[src/common/hmd_defines.vh]
// constants shared by the halfword multiply-accumulate datapath
// assumes inclusion by bare name from every design file of the block
`ifndef HMD_DEFINES_VH
`define HMD_DEFINES_VH

`define HMD_WORD_W 32
`define HMD_HALF_W 16
`define HMD_SUM_W 33
`define HMD_PROD_W 34

// operation family select
`define HMD_FAM_W 2
`define HMD_FAM_LOW_ACC 2'h0
`define HMD_FAM_NEG_CROSS 2'h1
`define HMD_FAM_NEG_HIGH 2'h2
`define HMD_FAM_RSVD 2'h3

// halfword positions, little-endian indices
`define HMD_LO_HI 15
`define HMD_LO_LO 0
`define HMD_HI_HI 31
`define HMD_HI_LO 16

// condition field zero layout: lt, gt, eq, summary overflow copy
`define HMD_CR_W 4
`define HMD_CR_LT 3
`define HMD_CR_GT 2
`define HMD_CR_EQ 1
`define HMD_CR_SO 0

// saturation values
`define HMD_SAT_POS 32'h7FFFFFFF
`define HMD_SAT_NEG 32'h80000000
`define HMD_SAT_UNS 32'hFFFFFFFF

// reset values
`define HMD_WORD_RST 32'h00000000
`define HMD_CR_RST 4'h0
`define HMD_BIT_RST 1'b0

`endif

[src/logic/hmd_mac_datapath.v]
// halfword multiply-accumulate datapath with its flag updates
// assumes decode supplies one operation per valid cycle, same clock
// Summary of operation
// RL1: low-halfword accumulate multiplies the low halves of both sources and adds the destination.
// RL2: modulo forms write the low 32 bits of the 33-bit sum and drop the top bit.
// RL3: saturating forms write the low 32 bits unless overflowed, else the nearest value.
// RL4: low-halfword accumulate also has unsigned modulo and saturating forms.
// RL5: record forms without overflow enable update condition field zero only.
// RL6: overflow-enabled forms without record update overflow and summary overflow only.
// RL7: overflow-enabled record forms update both flags and condition field zero together.
// RL8: plain forms write only the destination and leave all flags alone.
// RL9: negative cross multiplies low half of first by high half of second, signed.
// RL10: negative forms subtract the product from the destination in 33 bits.
// RL11: negative high multiplies the high halves of both sources, signed.
// RL12: negative forms are signed only, modulo or saturating, with all four flag forms.
// RL13: signed saturation clamps by direction, unsigned saturation clamps to all ones.
// RL14: overflow tracks the 33-bit result each time, summary overflow only ever sets.
`timescale 1ns/10ps
`include "hmd_defines.vh"

module hmd_mac_datapath (
  input wire clock,
  input wire rst,
  input wire clk_en,
  input wire op_valid,
  input wire [`HMD_FAM_W-1:0] op_family,
  input wire op_unsigned,
  input wire op_saturate,
  input wire op_record,
  input wire op_oe,
  input wire [`HMD_WORD_W-1:0] first_source_operand,
  input wire [`HMD_WORD_W-1:0] second_source_operand,
  input wire [`HMD_WORD_W-1:0] dest_value,
  input wire xer_wr_en,
  input wire xer_wr_ov,
  input wire xer_wr_so,
  output reg dest_we_q,
  output reg [`HMD_WORD_W-1:0] dest_result_q,
  output reg cr0_we_q,
  output reg [`HMD_CR_W-1:0] condition_field_zero_q,
  output reg xer_we_q,
  output reg overflow_flag_q,
  output reg summary_overflow_q,
  output reg op_reject_q
);

  // pick the requested halfword of a source word
  function [`HMD_HALF_W-1:0] half_sel;
    input [`HMD_WORD_W-1:0] word;
    input upper;
    begin
      if (upper) begin
        half_sel = word[`HMD_HI_HI:`HMD_HI_LO];
      end else begin
        half_sel = word[`HMD_LO_HI:`HMD_LO_LO];
      end
    end
  endfunction

  // condition field from a signed view of the written word
  function [`HMD_CR_W-1:0] cr_of;
    input [`HMD_WORD_W-1:0] value;
    input so_bit;
    reg [`HMD_CR_W-1:0] c;
    begin
      c = `HMD_CR_RST;
      if (value == `HMD_WORD_RST) begin
        c[`HMD_CR_EQ] = 1'b1;
      end else if (value[`HMD_WORD_W-1]) begin
        c[`HMD_CR_LT] = 1'b1;
      end else begin
        c[`HMD_CR_GT] = 1'b1;
      end
      c[`HMD_CR_SO] = so_bit;
      cr_of = c;
    end
  endfunction

  reg a_upper;
  reg b_upper;
  reg neg_op;
  reg legal;
  wire [`HMD_HALF_W-1:0] mult_a;
  wire [`HMD_HALF_W-1:0] mult_b;
  wire [`HMD_WORD_W-1:0] arith_result;
  wire arith_ovf;
  wire is_unsigned;
  wire accept;
  reg ov_d;
  reg so_d;
  wire [`HMD_CR_W-1:0] cr_d;
  wire dest_we_d;
  wire cr0_we_d;
  wire xer_we_d;
  wire reject_d;
  wire form_plain;
  wire form_record_only;
  wire form_oe_only;
  wire form_record_oe;

  // family decode into halfword picks and add or subtract
  always @* begin
    a_upper = 1'b0;
    b_upper = 1'b0;
    neg_op = 1'b0;
    legal = 1'b1;
    case (op_family)
      `HMD_FAM_LOW_ACC: begin
        a_upper = 1'b0; // RL1
        b_upper = 1'b0; // RL1
      end
      `HMD_FAM_NEG_CROSS: begin
        a_upper = 1'b0; // RL9
        b_upper = 1'b1; // RL9
        neg_op = 1'b1; // RL10
        legal = ~op_unsigned; // RL12
      end
      `HMD_FAM_NEG_HIGH: begin
        a_upper = 1'b1; // RL11
        b_upper = 1'b1; // RL11
        neg_op = 1'b1; // RL10
        legal = ~op_unsigned; // RL12
      end
      default: begin
        legal = 1'b0;
      end
    endcase
  end

  assign mult_a = half_sel(first_source_operand, a_upper);
  assign mult_b = half_sel(second_source_operand, b_upper);
  // negative families never run unsigned, even if the decode asks
  assign is_unsigned = op_unsigned & ~neg_op; // RL12
  assign accept = op_valid & legal;

  hmd_mac_arith u_arith (
    .mult_a(mult_a),
    .mult_b(mult_b),
    .accum(dest_value),
    .is_unsigned(is_unsigned),
    .negate(neg_op),
    .saturate(op_saturate),
    .result(arith_result),
    .ovf(arith_ovf)
  );

  // flag next values; an operation that sets summary overflow beats a
  // software clear in the same cycle so no overflow event is lost
  always @* begin
    ov_d = overflow_flag_q;
    so_d = summary_overflow_q;
    if (xer_wr_en) begin
      ov_d = xer_wr_ov;
      so_d = xer_wr_so;
    end
    if (accept && op_oe) begin
      ov_d = arith_ovf; // RL6 RL7 RL14
      if (arith_ovf) begin
        so_d = 1'b1; // RL14
      end
    end
  end
  // the condition field carries the summary overflow as it stands after this op
  assign cr_d = cr_of(arith_result, so_d); // RL5 RL7

  // record and overflow enable are independent bits, so an accepted
  // op falls in exactly one of the four flag forms
  assign form_plain = accept & ~op_record & ~op_oe; // RL8
  assign form_record_only = accept & op_record & ~op_oe; // RL5
  assign form_oe_only = accept & ~op_record & op_oe; // RL6
  assign form_record_oe = accept & op_record & op_oe; // RL7
  // strobe next values, one per written target
  assign dest_we_d = form_plain | form_record_only | form_oe_only | form_record_oe; // RL8
  assign cr0_we_d = form_record_only | form_record_oe; // RL5 RL7
  assign xer_we_d = form_oe_only | form_record_oe; // RL6 RL7
  assign reject_d = op_valid & ~legal; // RL12

  // write strobes last exactly one enabled cycle
  always @(posedge clock) begin
    if (rst) begin
      dest_we_q <= `HMD_BIT_RST;
      cr0_we_q <= `HMD_BIT_RST;
      xer_we_q <= `HMD_BIT_RST;
      op_reject_q <= `HMD_BIT_RST;
    end else if (clk_en) begin
      dest_we_q <= dest_we_d; // RL8
      cr0_we_q <= cr0_we_d; // RL5 RL7 RL8
      xer_we_q <= xer_we_d; // RL6 RL7 RL8
      op_reject_q <= reject_d; // RL12
    end
  end

  // result holds between operations so the core may read it late
  always @(posedge clock) begin
    if (rst) begin
      dest_result_q <= `HMD_WORD_RST;
    end else if (clk_en && dest_we_d) begin
      dest_result_q <= arith_result; // RL2 RL3 RL8
    end
  end

  // condition field only moves on record forms
  always @(posedge clock) begin
    if (rst) begin
      condition_field_zero_q <= `HMD_CR_RST;
    end else if (clk_en && cr0_we_d) begin
      condition_field_zero_q <= cr_d; // RL5 RL7
    end
  end

  // flags move on overflow forms or a software write, never otherwise
  always @(posedge clock) begin
    if (rst) begin
      overflow_flag_q <= `HMD_BIT_RST;
      summary_overflow_q <= `HMD_BIT_RST;
    end else if (clk_en) begin
      overflow_flag_q <= ov_d; // RL6 RL8
      summary_overflow_q <= so_d; // RL6 RL8
    end
  end

endmodule

[src/logic/hmd_mac_arith.v]
// combinational multiply, accumulate and saturate stage
// assumes operands already chosen by the caller, no state here
`timescale 1ns/10ps
`include "hmd_defines.vh"

module hmd_mac_arith (
  input wire [`HMD_HALF_W-1:0] mult_a,
  input wire [`HMD_HALF_W-1:0] mult_b,
  input wire [`HMD_WORD_W-1:0] accum,
  input wire is_unsigned,
  input wire negate,
  input wire saturate,
  output reg [`HMD_WORD_W-1:0] result,
  output reg ovf
);

  wire signed [`HMD_HALF_W:0] a_ext;
  wire signed [`HMD_HALF_W:0] b_ext;
  wire signed [`HMD_PROD_W-1:0] prod;
  wire [`HMD_SUM_W-1:0] prod33;
  wire [`HMD_SUM_W-1:0] acc33;
  wire [`HMD_SUM_W-1:0] sum33;

  // one extra bit lets a single signed multiplier serve both signednesses
  assign a_ext = is_unsigned ? {1'b0, mult_a} : {mult_a[`HMD_HALF_W-1], mult_a}; // RL4
  assign b_ext = is_unsigned ? {1'b0, mult_b} : {mult_b[`HMD_HALF_W-1], mult_b}; // RL4
  assign prod = a_ext * b_ext;
  assign prod33 = prod[`HMD_SUM_W-1:0];
  assign acc33 = is_unsigned ? {1'b0, accum} : {accum[`HMD_WORD_W-1], accum};
  // negative forms subtract the product from the accumulator
  assign sum33 = negate ? (acc33 - prod33) : (acc33 + prod33); // RL1 RL10

  always @* begin
    if (is_unsigned) begin
      ovf = sum33[`HMD_SUM_W-1]; // RL14
    end else begin
      ovf = sum33[`HMD_SUM_W-1] ^ sum33[`HMD_WORD_W-1]; // RL14
    end
    if (saturate && ovf) begin
      if (is_unsigned) begin
        result = `HMD_SAT_UNS; // RL13
      end else if (sum33[`HMD_SUM_W-1]) begin
        result = `HMD_SAT_NEG; // RL13
      end else begin
        result = `HMD_SAT_POS; // RL13
      end
    end else begin
      result = sum33[`HMD_WORD_W-1:0]; // RL2 RL3
    end
  end

endmodule

[config.mk]
export PLATFORM = sky130hd
export DESIGN_NAME = hmd_mac_datapath
export DESIGN_NICKNAME = d
export VERILOG_FILES = /design/src/logic/hmd_mac_datapath.v /design/src/logic/hmd_mac_arith.v
export VERILOG_INCLUDE_DIRS = /design/src /design/src/common
export SDC_FILE = /design/constraint.sdc
export NUM_CORES = 1
export LEC_CHECK = 0
export BUFFER_PORTS_ARGS = -buffer_cell sky130_fd_sc_hd__clkbuf_2
export CAP_MARGIN = 5
export CELL_PAD_IN_SITES_DETAIL_PLACEMENT = 1
export CELL_PAD_IN_SITES_GLOBAL_PLACEMENT = 2
export CORE_UTILIZATION = 38
export DETAILED_ROUTE_END_ITERATION = 6
export PLACE_DENSITY = 0.85
export SYNTH_ARGS = -nofsm -noshare
export SYNTH_HDL_FRONTEND = slang
export SYNTH_SLANG_ARGS = --single-unit
[constraint.sdc]
create_clock -name clock -period 14.8 [get_ports clock]
set_input_delay 0.74 -clock clock [delete_from_list [all_inputs] [get_ports clock]]
set_output_delay 0.74 -clock clock [all_outputs]
set_load 0.05 [all_outputs]
==> metrics.md, run 1 <==
| Metric | Value |
|---|---|
| Run status | `completed` |
| Flop-to-flop setup slack | `around 14000 ps` |
| Origin of the critical flop-to-flop path | `summary_overflow_q$_SDFFE_PP0P_` |
| Via count | `13500` |
| Slew HR | `0.122` |
| Share of Yosys cell area claimed by the top area cell type | `0.374` |
| Routability cong. | `~0.89` |
| Worst-Margin Slew | `approximately 1300 ps` |
| Max stage delay on crit path | `approximately 970 ps` |
| RSZ-0062 raised after global routing | `false` |
| Category of the most critical setup path | `in2reg` |
| Cells taking the most area after synthesis | `sky130_fd_sc_hd__fa_1 (37%), sky130_fd_sc_hd__ha_1 (9.7%), sky130_fd_sc_hd__inv_1 (8.1%)` |
| Most frequent CP cell | `sky130_fd_sc_hd__fa_1` |
| Flops & latches, synth | `between 40 and 50` |
| Floorplan row count | `73` |
| CTS-repair resized insts | `0` |
| Most common cell in the synthesized netlist | `sky130_fd_sc_hd__inv_1` |
| Number of design-rule violations left by the first detailed-router iteration | `roughly 670` |
| GRT Total Usage | `0.251` |
| Maximum number of pins on one net before global-route repair | `43` |
| Number of standard cells after synthesis | `about 1800` |
| Mapped Avg Cell Area | `roughly 8.5 um2` |
| CTS H-tree depth | `2` |
| Average wire length per cell after detail routing | `approximately 20 um` |
| Part of the cycle the worst path needs | `0.846` |
| Number of antenna violations at the first check in global routing | `0` |
| Number of setup violations in the final report | `0` |
| Layout Nets | `between 2000 and 2500` |
| Height of the die | `between 200 and 250 um` |
| Share of layout cells above drive strength 1 | `0.121` |
| Number of hold violations in the final report | `0` |
| WP data required | `between 10000 and 15000 ps` |
| Total wirelength of the detailed-routed design | `about 50 mm` |
| Count of max-cap constraint violations | `0` |
| Library cell used as clock root buffer | `sky130_fd_sc_hd__clkbuf_16` |
| Cell type with the largest total area after synthesis | `sky130_fd_sc_hd__fa_1` |
| Sequential share of the synthesized area | `0.0542` |
| Fraction of synthesis flops using an asynchronous set or reset pin | `0` |
| Number of unique standard cell types used by synthesis | `roughly 80` |
| Achievable clock frequency | `roughly 0.080 GHz` |
| Maximum number of buffers from clock root to sink | `2` |
| DRC violation count after routing | `0` |
| Family with the most delay on the worst path | `adder cells` |
| Arrival time reported for the critical path endpoint | `12700 ps` |
| Crit-path max FO | `23` |
| Cell at the slowest stage of the critical path | `sky130_fd_sc_hd__mux2i_1` |
| Vias/cell | `approximately 5.4` |
| Warning count from the yosys run | `0` |
| CTS tree | `yes` |
| IO Count | `roughly 150` |
| DP Wirelength | `between 40 and 50 mm` |
| Type of the tightest min-delay check | `reg2reg` |
| IO buf count | `150` |
| DR pass1 iterations | `5` |
| Mapped cell area | `roughly 16000 um2` |
| Area growth from synthesis to final layout | `9.91%` |
| Total setup buffers inserted after CTS | `0` |
| Shortest clock period the worst path allows after layout | `between 10000 and 15000 ps` |
| Clock net sink count | `42` |
| Placeable core region | `40000 um2` |
| Antenna violation net count after detailed routing | `0` |
| CP startpoint kind | `input port` |
| Initial cell density of the core | `0.388` |
| Floorplan die area | `approximately 42000 um2` |
| Die Wd | `between 200 and 250 um` |
| First-pass GRT wire length | `~81 mm` |
| Via count of the first global-routing pass | `approximately 15000` |
| Number of inserted diodes | `0` |
| Critical Path End Type | `flop` |
| Worst min-delay path startpoint | `condition_field_zero_q[1]$_SDFFE_PP0P_` |
| Number of CTS-inserted buffers | `5` |
| Buffer and inverter count on the worst path | `7` |
| Most frequent cells after synthesis | `sky130_fd_sc_hd__inv_1 (335), sky130_fd_sc_hd__fa_1 (290), sky130_fd_sc_hd__nor2_1 (258)` |
| Clock transition at the registers of the reported paths | `around 60 ps` |
| Worst clock skew | `0.0684 ps` |
| Source of the critical timing path | `op_family[0]` |
| Most frequently used flop master after synthesis | `sky130_fd_sc_hd__dfxtp_1` |
| Slew Limit Fails | `0` |
| Number of nets produced by synthesis | `about 2300` |
| Hold_buf cts | `0` |
| Final sum of negative setup slack | `0 ps` |
| Total grt overflow | `0` |
| Number of enable flip-flop cells after synthesis | `0` |
| Clock latency on the worst-skew pair | `290 ps` |
## tightest hold or removal path, cell delays in order (launching register included)
cell	delay (ps)
sky130_fd_sc_hd__dfxtp_1	310
sky130_fd_sc_hd__nand2_1	50
sky130_fd_sc_hd__a21oi_1	50
## metrics by stage
step	util	instances	setup WS (ps)	hold slack [ps]	instance area [um2]
after floorplan	-	1830	3870	668	15500
after global placement	0.422	2472	2270	453	16900
after detailed placement	0.422	2472	2110	455	16900
after CTS	0.426	2480	2380	463	17000
after global routing	0.426	2481	1560	506	17000
final	0.426	2481	2280	463	17000
## state kept, by name (all words and copies together) (netlist names)
register                cells
condition_field_zero_q      4
cr0_we_q                    1
dest_result_q              32
dest_we_q                   1
op_reject_q                 1
overflow_flag_q             1
summary_overflow_q          1
xer_we_q                    1
## routing by layer
metal | wire (um) | track usage | up-vias
li1 | - | - | 6130
met1 | 21200 | 0.320 | 6918
met2 | 25100 | 0.446 | 349
met3 | 2080 | 0.0202 | 100
met4 | 1790 | 0.0810 | 0
met5 | 0 | 0 | -
## cell type report
cell class,instances,area (um2)
Timing Repair Buffer,171,908
Multi-Input combinational cell,1400,13200
Sequential cell,42,841
Inverter,335,1260
Tap cell,525,657
Clock inverter,1,30.0
Fill cell,4900,23000
Clock buffer,7,133
## logic make-up (layout without fill, tap and decap cells)
logic type | Yosys count | count (layout) | share of synthesized area
AOI/OAI and AO/OA | 297 | 297 | 0.133
buffers and inverters | 388 | 514 | 0.0947
xor gates and xnor gates | 86 | 86 | 0.0513
DFF | 42 | 42 | 0.0542
adders and majority gates | 410 | 410 | 0.471
muxes | 68 | 68 | 0.0463
and+or+nand+nor | 539 | 539 | 0.150
## cells in the final DEF (no fill, tap or decap), drive strengths merged, types with 3 or more instances in the layout
cell,count
nand3,12
o211a,3
inv,335
fa,290
mux2,30
a211oi,47
o31a,3
clkbuf,157
xnor2,57
and3,10
nor2b,7
nand4,8
mux2i,38
o31ai,5
a221oi,5
or2,6
o211ai,13
a21boi,8
o21ai,47
nor3,15
o21a,12
or3,3
a31o,3
nor4,10
xor2,29
buf,21
nand2,179
and2,7
a2111oi,3
o21bai,6
nand2b,7
dfxtp,42
a31oi,17
a21o,31
and4,5
ha,120
o311ai,3
a211o,7
nor2,258
a21oi,64
## worst paths after layout
kind	end	cells past startpoint
worst max-delay path	dest_result_q[15]$_SDFFE_PP0P_	37
worst min-delay path	condition_field_zero_q[1]$_SDFFE_PP0P_	2
worst min register to register	condition_field_zero_q[1]$_SDFFE_PP0P_	2
worst max register to register	condition_field_zero_q[0]$_SDFFE_PP0P_	3
Power of run 1 is not shown: default switching activity piles up to over one toggle a cycle in this logic, so the estimate is an artifact.
==> run 2, diff against run 1 <==
==> constraint.sdc (replaced) <==
create_clock -name clock -period 12.7 [get_ports clock]
set_input_delay 0.635 -clock clock [delete_from_list [all_inputs] [get_ports clock]]
set_output_delay 0.635 -clock clock [all_outputs]
set_load 0.05 [all_outputs]
==> run 2 against run 1 <==
Sequential share of layout area is essentially flat; via count hardly changed; worst setup slack worse by 1000 ps; hold slack better by 0.62 ps; cell count grew 0.64%; first-iteration DRC count is 18% lower; global-route usage shrank 0.12 points; critical path type unchanged; cell area is 0.70% higher; flip-flop and latch count is the same; wire length decreased by 0.53%; non-clock buffer count rose by 15.
==> metrics.md, run 2 (synthesized netlist as in run 1, its figures left out) <==
| Metric | Value |
|---|---|
| Crit-path max FO | `17 (-26%)` |
| DP Wirelength | `42.8 mm (-0.77%)` |
| Achievable clock frequency | `about 0.088 GHz` |
| Number of antenna violations at the first check in global routing | `0 (unchanged)` |
| Area growth from synthesis to final layout | `10.7%` |
| First-pass GRT wire length | `80.7 mm (-0.30%)` |
| Layout Nets | `2489 (+0.61%)` |
| DR WL met2 | `25.4 mm (+1.4%)` |
| Flop-to-flop setup slack | `11660 ps (-2130 ps)` |
| Library cell used as clock root buffer | `sky130_fd_sc_hd__clkbuf_16` |
| Vias/cell | `5.40 (-0.68%)` |
| Post-placement cell area | `17000 um2 (+0.71%)` |
| Floorplan row count | `73 (unchanged)` |
| Hold_buf cts | `0 (unchanged)` |
| Number of hold violations in the final report | `0 (unchanged)` |
| CTS-repair resized insts | `0 (unchanged)` |
| Number of design-rule violations left by the first detailed-router iteration | `548 (-18%)` |
| Final sum of negative setup slack | `0 ps (unchanged)` |
| Cell at the slowest stage of the critical path | `sky130_fd_sc_hd__fa_1` |
| Clock latency on the worst-skew pair | `280 ps (about the same)` |
| Max stage delay on crit path | `620 ps (-350 ps)` |
| Part of the cycle the worst path needs | `0.900` |
| Worst clock skew | `0.120 ps (+0.0516 ps)` |
| DRC violation count after routing | `0 (unchanged)` |
| Share of layout cells above drive strength 1 | `0.128 (+0.00771)` |
| Count of max-cap constraint violations | `0 (unchanged)` |
| DR pass1 iterations | `7 (+2)` |
| IO buf count | `150 (unchanged)` |
| Registers with the highest flip-flop counts | `dest_result_q (32), condition_field_zero_q (4)` |
| GRT Total Usage | `0.250 (-0.00124)` |
| Routability cong. | `0.902 (+1.8%)` |
| Post-place setup slack | `1000 ps (-1110 ps)` |
| Type of the tightest min-delay check | `reg2reg` |
| Final core utilization | `0.429 (+0.00297)` |
| Height of the die | `204 um (unchanged)` |
| Maximum number of pins on one net before global-route repair | `43 (unchanged)` |
| Category of the most critical setup path | `in2reg` |
| Initial cell density of the core | `0.388 (unchanged)` |
| RSZ-0062 raised after global routing | `false` |
| Total wirelength of the detailed-routed design | `49.9 mm (-0.53%)` |
| CP startpoint kind | `input port` |
| Largest Register | `dest_result_q` |
| Leading cell types in the layout, fill and taps excluded | `sky130_fd_sc_hd__inv_1 (335), sky130_fd_sc_hd__fa_1 (290), sky130_fd_sc_hd__nor2_1 (258)` |
| Most frequent CP cell | `sky130_fd_sc_hd__fa_1` |
| DR WL met3 | `1.34 mm (-35%)` |
| Number of CTS-inserted buffers | `5 (unchanged)` |
| IO Count | `151 (unchanged)` |
| CTS H-tree depth | `2 (unchanged)` |
| Run status | `completed` |
| Minimum setup slack in the final design | `1270 ps (-1010 ps)` |
| Leading cell type in the layout, fill and taps excluded | `sky130_fd_sc_hd__inv_1` |
| Via count | `13500 (-0.044%)` |
| Die Wd | `204 um (unchanged)` |
| Finished layout cell area | `17200 um2 (+0.70%)` |
| Worst-Margin Slew | `939 ps (-341 ps)` |
| Met1 Wirelength | `21.7 mm (+2.0%)` |
| Clock net sink count | `42 (unchanged)` |
| Antenna violation net count after detailed routing | `0 (unchanged)` |
| Total grt overflow | `0 (unchanged)` |
| Uppermost routed layer | `met4` |
| Maximum number of buffers from clock root to sink | `2 (unchanged)` |
| Via count of the first global-routing pass | `15100 (-0.84%)` |
| Total setup buffers inserted after CTS | `0 (unchanged)` |
| WP data required | `12880 ps (-2100 ps)` |
| Shortest clock period the worst path allows after layout | `11430 ps` |
| Placeable core region | `40000 um2 (unchanged)` |
| CTS tree | `yes` |
| Fill cell total of the finished layout | `4884 (-0.33%)` |
| Critical Path End Type | `flop` |
| Slew Limit Fails | `0 (unchanged)` |
| Number of setup violations in the final report | `0 (unchanged)` |
| Clock transition at the registers of the reported paths | `60 ps (about the same)` |
| Slew HR | `0.356 (+0.234)` |
| Average wire length per cell after detail routing | `20.0 um (-1.2%)` |
| Flip-flop count of the largest register, all copies and words added | `32 (unchanged)` |
| Floorplan die area | `41600 um2 (unchanged)` |
| Arrival time reported for the critical path endpoint | `11610 ps (-1090 ps)` |
==> run 2: changes by cell type in the layout (fill, tap and decap cells not counted), sizes merged <==
cell	delta
buf	+15
bufinv	-1
clkbuf	+1
diode	+1
==> run 2: worst max-delay path: cells and delay by family <==
| family | cells | cell delay, ps |
|---|---|---|
| AND/OR/NAND/NOR | 7 | 1750 |
| XOR/XNOR | 4 | 1070 |
| buffers and inverters | 6 | 740 |
| adder cells (fa/ha/maj) | 9 | 4310 |
| multiplexers | 1 | 500 |
| AO/OA/AOI/OAI | 10 | 2540 |
==> run 2: final timing paths <==
kind,end,from,depth (start not counted)
max,summary_overflow_q$_SDFFE_PP0P_,op_family[0],37
min,condition_field_zero_q[2]$_SDFFE_PP0P_,condition_field_zero_q[2]$_SDFFE_PP0P_,2
max reg2reg,summary_overflow_q$_SDFFE_PP0P_,summary_overflow_q$_SDFFE_PP0P_,3
min reg2reg,condition_field_zero_q[2]$_SDFFE_PP0P_,condition_field_zero_q[2]$_SDFFE_PP0P_,2
==> run 2: routing by layer <==
layer  track usage  vias up
li1              -     6166
met1         0.319     6961
met2         0.454      285
met3        0.0137       79
met4        0.0704        0
met5             0        -
==> run 2: area by class of cell <==
type,instances,area (um2),share of cell area
Inverter,335,1260,0.0733
Clock buffer,8,166,0.00970
Tap cell,525,657,0.0383
Timing Repair Buffer,186,1020,0.0595
Antenna cell,1,2.50,0.000146
Sequential cell,42,841,0.0490
Multi-Input combinational cell,1400,13200,0.770
==> run 2: through the flow <==
step | std cells | hold WS (ps)
after CTS | 2496 | 461
after detailed placement | 2488 | 453
after global routing | 2496 | 484
final | 2497 | 463
after floorplan | 1830 | 668
after global placement | 2488 | 445
Power of run 2 is left out for the same reason.
==> run 3, diff against run 2 <==
--- a/config.mk
+++ b/config.mk
@@ -10,9 +10,10 @@
 export CAP_MARGIN = 5
 export CELL_PAD_IN_SITES_DETAIL_PLACEMENT = 1
 export CELL_PAD_IN_SITES_GLOBAL_PLACEMENT = 2
-export CORE_UTILIZATION = 38
+export CORE_UTILIZATION = 39
 export DETAILED_ROUTE_END_ITERATION = 6
-export PLACE_DENSITY = 0.85
+export PLACE_DENSITY = 0.86
 export SYNTH_ARGS = -nofsm -noshare
 export SYNTH_HDL_FRONTEND = slang
+export SYNTH_HIERARCHICAL = 1
 export SYNTH_SLANG_ARGS = --single-unit
==> run 3 against run 2 <==
Worst setup slack worse by 600 ps; non-clock buffer count shrank 12; critical path depth rose by 7; hold slack better by 13 ps; cell area up 1.2%; area after synthesis up 2.9%; wire length decreased by 6.6%; core utilization rose by 0.53 points; maximum frequency fell by 5.0%.
==> metrics.md, run 3 <==
| Metric | Value |
|---|---|
| Leading cell type in the layout, fill and taps excluded | `sky130_fd_sc_hd__inv_1` |
| DP Wirelength | `40.4 mm (-5.5%)` |
| Shortest clock period the worst path allows after layout | `12020 ps (+595 ps)` |
| Mapped Avg Cell Area | `8.72 um2 (+2.9%)` |
| CTS H-tree depth | `2 (unchanged)` |
| Number of design-rule violations left by the first detailed-router iteration | `543 (-0.91%)` |
| Warning count from the yosys run | `6 (+6)` |
| DRC violation count after routing | `0 (unchanged)` |
| CTS tree | `yes` |
| Crit-path max FO | `31 (+14)` |
| Library cell used as clock root buffer | `sky130_fd_sc_hd__clkbuf_16` |
| Total grt overflow | `0 (unchanged)` |
| Clock transition at the registers of the reported paths | `60 ps (about the same)` |
| Most frequent CP cell | `sky130_fd_sc_hd__fa_1` |
| Type of the tightest min-delay check | `reg2reg` |
| Most frequently used flop master after synthesis | `sky130_fd_sc_hd__dfxtp_1` |
| DR pass1 iterations | `5 (-2)` |
| Vias/cell | `5.11 (-5.4%)` |
| Number of standard cells after synthesis | `1830 (unchanged)` |
| RSZ-0062 raised after global routing | `false` |
| Largest Register | `dest_result_q` |
| Achievable clock frequency | `0.0832 GHz (-5.0%)` |
| Maximum number of pins on one net before global-route repair | `44 (+2.3%)` |
| Hold_buf cts | `0 (unchanged)` |
| Slew HR | `0.414 (+0.0576)` |
| Count of max-cap constraint violations | `0 (unchanged)` |
| Number of nets produced by synthesis | `2349 (unchanged)` |
| Flip-flop count of the largest register, all copies and words added | `32 (unchanged)` |
| Antenna violation net count after detailed routing | `0 (unchanged)` |
| Most frequent cells after synthesis | `sky130_fd_sc_hd__inv_1 (332), sky130_fd_sc_hd__fa_1 (291), sky130_fd_sc_hd__nand2_1 (168)` |
| Layout Nets | `2458 (-1.2%)` |
| IO buf count | `150 (unchanged)` |
| Worst-Margin Slew | `879 ps (-59.5 ps)` |
| Registers with the highest flip-flop counts | `dest_result_q (32), condition_field_zero_q (4)` |
| Cell at the slowest stage of the critical path | `sky130_fd_sc_hd__fa_1` |
| Number of enable flip-flop cells after synthesis | `0 (unchanged)` |
| Via count of the first global-routing pass | `14600 (-3.3%)` |
| GRT Total Usage | `0.236 (-0.0133)` |
| Floorplan row count | `73 (unchanged)` |
| Number of antenna violations at the first check in global routing | `2 (+2)` |
| Category of the most critical setup path | `in2reg` |
| CP startpoint kind | `input port` |
| Part of the cycle the worst path needs | `0.947 (+0.0469)` |
| Share of layout cells above drive strength 1 | `0.132 (+0.00367)` |
| Number of CTS-inserted buffers | `5 (unchanged)` |
| Most common cell in the synthesized netlist | `sky130_fd_sc_hd__inv_1` |
| Number of unique standard cell types used by synthesis | `83 (+5.1%)` |
| Total wirelength of the detailed-routed design | `46.6 mm (-6.6%)` |
| Fraction of synthesis flops using an asynchronous set or reset pin | `0 (unchanged)` |
| Floorplan die area | `41700 um2 (+0.28%)` |
| Cells taking the most area after synthesis | `sky130_fd_sc_hd__fa_1 (37%), sky130_fd_sc_hd__ha_1 (9.3%), sky130_fd_sc_hd__inv_1 (7.8%)` |
| Average wire length per cell after detail routing | `18.9 um (-5.3%)` |
| First-pass GRT wire length | `78.2 mm (-3.1%)` |
| Buffer and inverter count on the worst path | `9 (+3)` |
| Arrival time reported for the critical path endpoint | `12230 ps (+620 ps)` |
| Cell type with the largest total area after synthesis | `sky130_fd_sc_hd__fa_1` |
| Initial cell density of the core | `0.399 (+0.0113)` |
| Flops & latches, synth | `42 (unchanged)` |
| Maximum number of buffers from clock root to sink | `2 (unchanged)` |
| Sequential share of the synthesized area | `0.0527 (-0.00154)` |
| Share of Yosys cell area claimed by the top area cell type | `0.365 (-0.00938)` |
| Max stage delay on crit path | `590 ps (-30 ps)` |
| IO Count | `151 (unchanged)` |
| Mapped cell area | `16000 um2 (+2.9%)` |
| Number of hold violations in the final report | `0 (unchanged)` |
| Via count | `12600 (-6.6%)` |
| Number of setup violations in the final report | `0 (unchanged)` |
| WP data required | `12910 ps (+30 ps)` |
| Clock latency on the worst-skew pair | `280 ps (about the same)` |
| Slew Limit Fails | `0 (unchanged)` |
| Placeable core region | `40000 um2 (unchanged)` |
| Leading cell types in the layout, fill and taps excluded | `sky130_fd_sc_hd__inv_1 (332), sky130_fd_sc_hd__fa_1 (291), sky130_fd_sc_hd__nand2_1 (168)` |
| Run status | `completed` |
| Worst clock skew | `0.0313 ps (-0.0888 ps)` |
| Final sum of negative setup slack | `0 ps (unchanged)` |
| Die Wd | `204 um (+0.14%)` |
| Routability cong. | `0.893 (-0.96%)` |
| Area growth from synthesis to final layout | `8.87%` |
| Clock net sink count | `42 (unchanged)` |
| Family with the most delay on the worst path | `adder cells` |
| Critical Path End Type | `flop` |
| Height of the die | `204 um (+0.14%)` |
run 3: cell types whose count changed after synthesis, sizes merged, moves of 8 or more:
cell	change
and2	+142
a211oi	-37
buf	+10
clkbuf	+9
a21o	+28
nor2	-156
nor4	+8
nand2	-11
o21ai	-12
nor2b	+8
run 3: path summary, 6_finish.rpt:
check / startpoint / endpoint / slack (ps) / cells after the start
max: op_family[0] / condition_field_zero_q[1]$_SDFFE_PP0P_ / 680 / 44
min reg2reg: cr0_we_q$_SDFFE_PP0P_ / cr0_we_q$_SDFFE_PP0P_ / 480 / 2
max reg2reg: summary_overflow_q$_SDFFE_PP0P_ / condition_field_zero_q[0]$_SDFFE_PP0P_ / 11640 / 3
min: cr0_we_q$_SDFFE_PP0P_ / cr0_we_q$_SDFFE_PP0P_ / 480 / 2
run 3: worst reg2reg max path: cells and delay by family, from the launching register on:
family / cells / cell delay, ps
compound gates: 2 / 460
simple gates: 1 / 130
flops: 1 / 320
run 3: kinds of logic after synthesis:
| group | Yosys count | share of synthesized area |
|---|---|---|
| fa+ha+maj | 410 | 0.458 |
| buf+inv | 405 | 0.0999 |
| flops | 42 | 0.0527 |
| compound gates | 251 | 0.110 |
| simple gates | 560 | 0.182 |
| xor+xnor | 92 | 0.0505 |
| mux | 70 | 0.0465 |
run 3: metrics by stage:
stage | utilization | std cells | setup slack, ps | hold WS [ps] | area, um2
2_1_floorplan | - | 1830 | 1360 | 685 | 16000
5_1_grt | 0.434 | 2465 | 95.3 | 499 | 17400
3_3_place_gp | 0.430 | 2454 | 416 | 468 | 17200
6_report | 0.434 | 2465 | 678 | 476 | 17400
3_5_place_dp | 0.430 | 2454 | 273 | 462 | 17200
4_1_cts | 0.433 | 2461 | 457 | 480 | 17300
run 3: layer usage:
layer / GRT usage / wire length, um / up-vias
li1: - / - / 6018
met1: 0.327 / 22100 / 6351
met2: 0.406 / 22600 / 193
met3: 0.0177 / 1220 / 36
met4: 0.0416 / 694 / 2
met5: 0 / 13 / -
run 3: cell type report:
cell class,instances,area [um2]
inverters,333,1250
fillers,4770,22600
diodes,1,2.50
flip-flops and latches,42,841
well taps,525,657
clock buffers,7,133
repair buffers,174,943
multi-input cells,1383,13500
run 3: timing repair:
item / CTS / global route
setup buffers: 0 / 3
setup endpoints to repair: 0 / 1
gates resized for setup: 0 / 3
Power of run 3 is left out for the same reason.
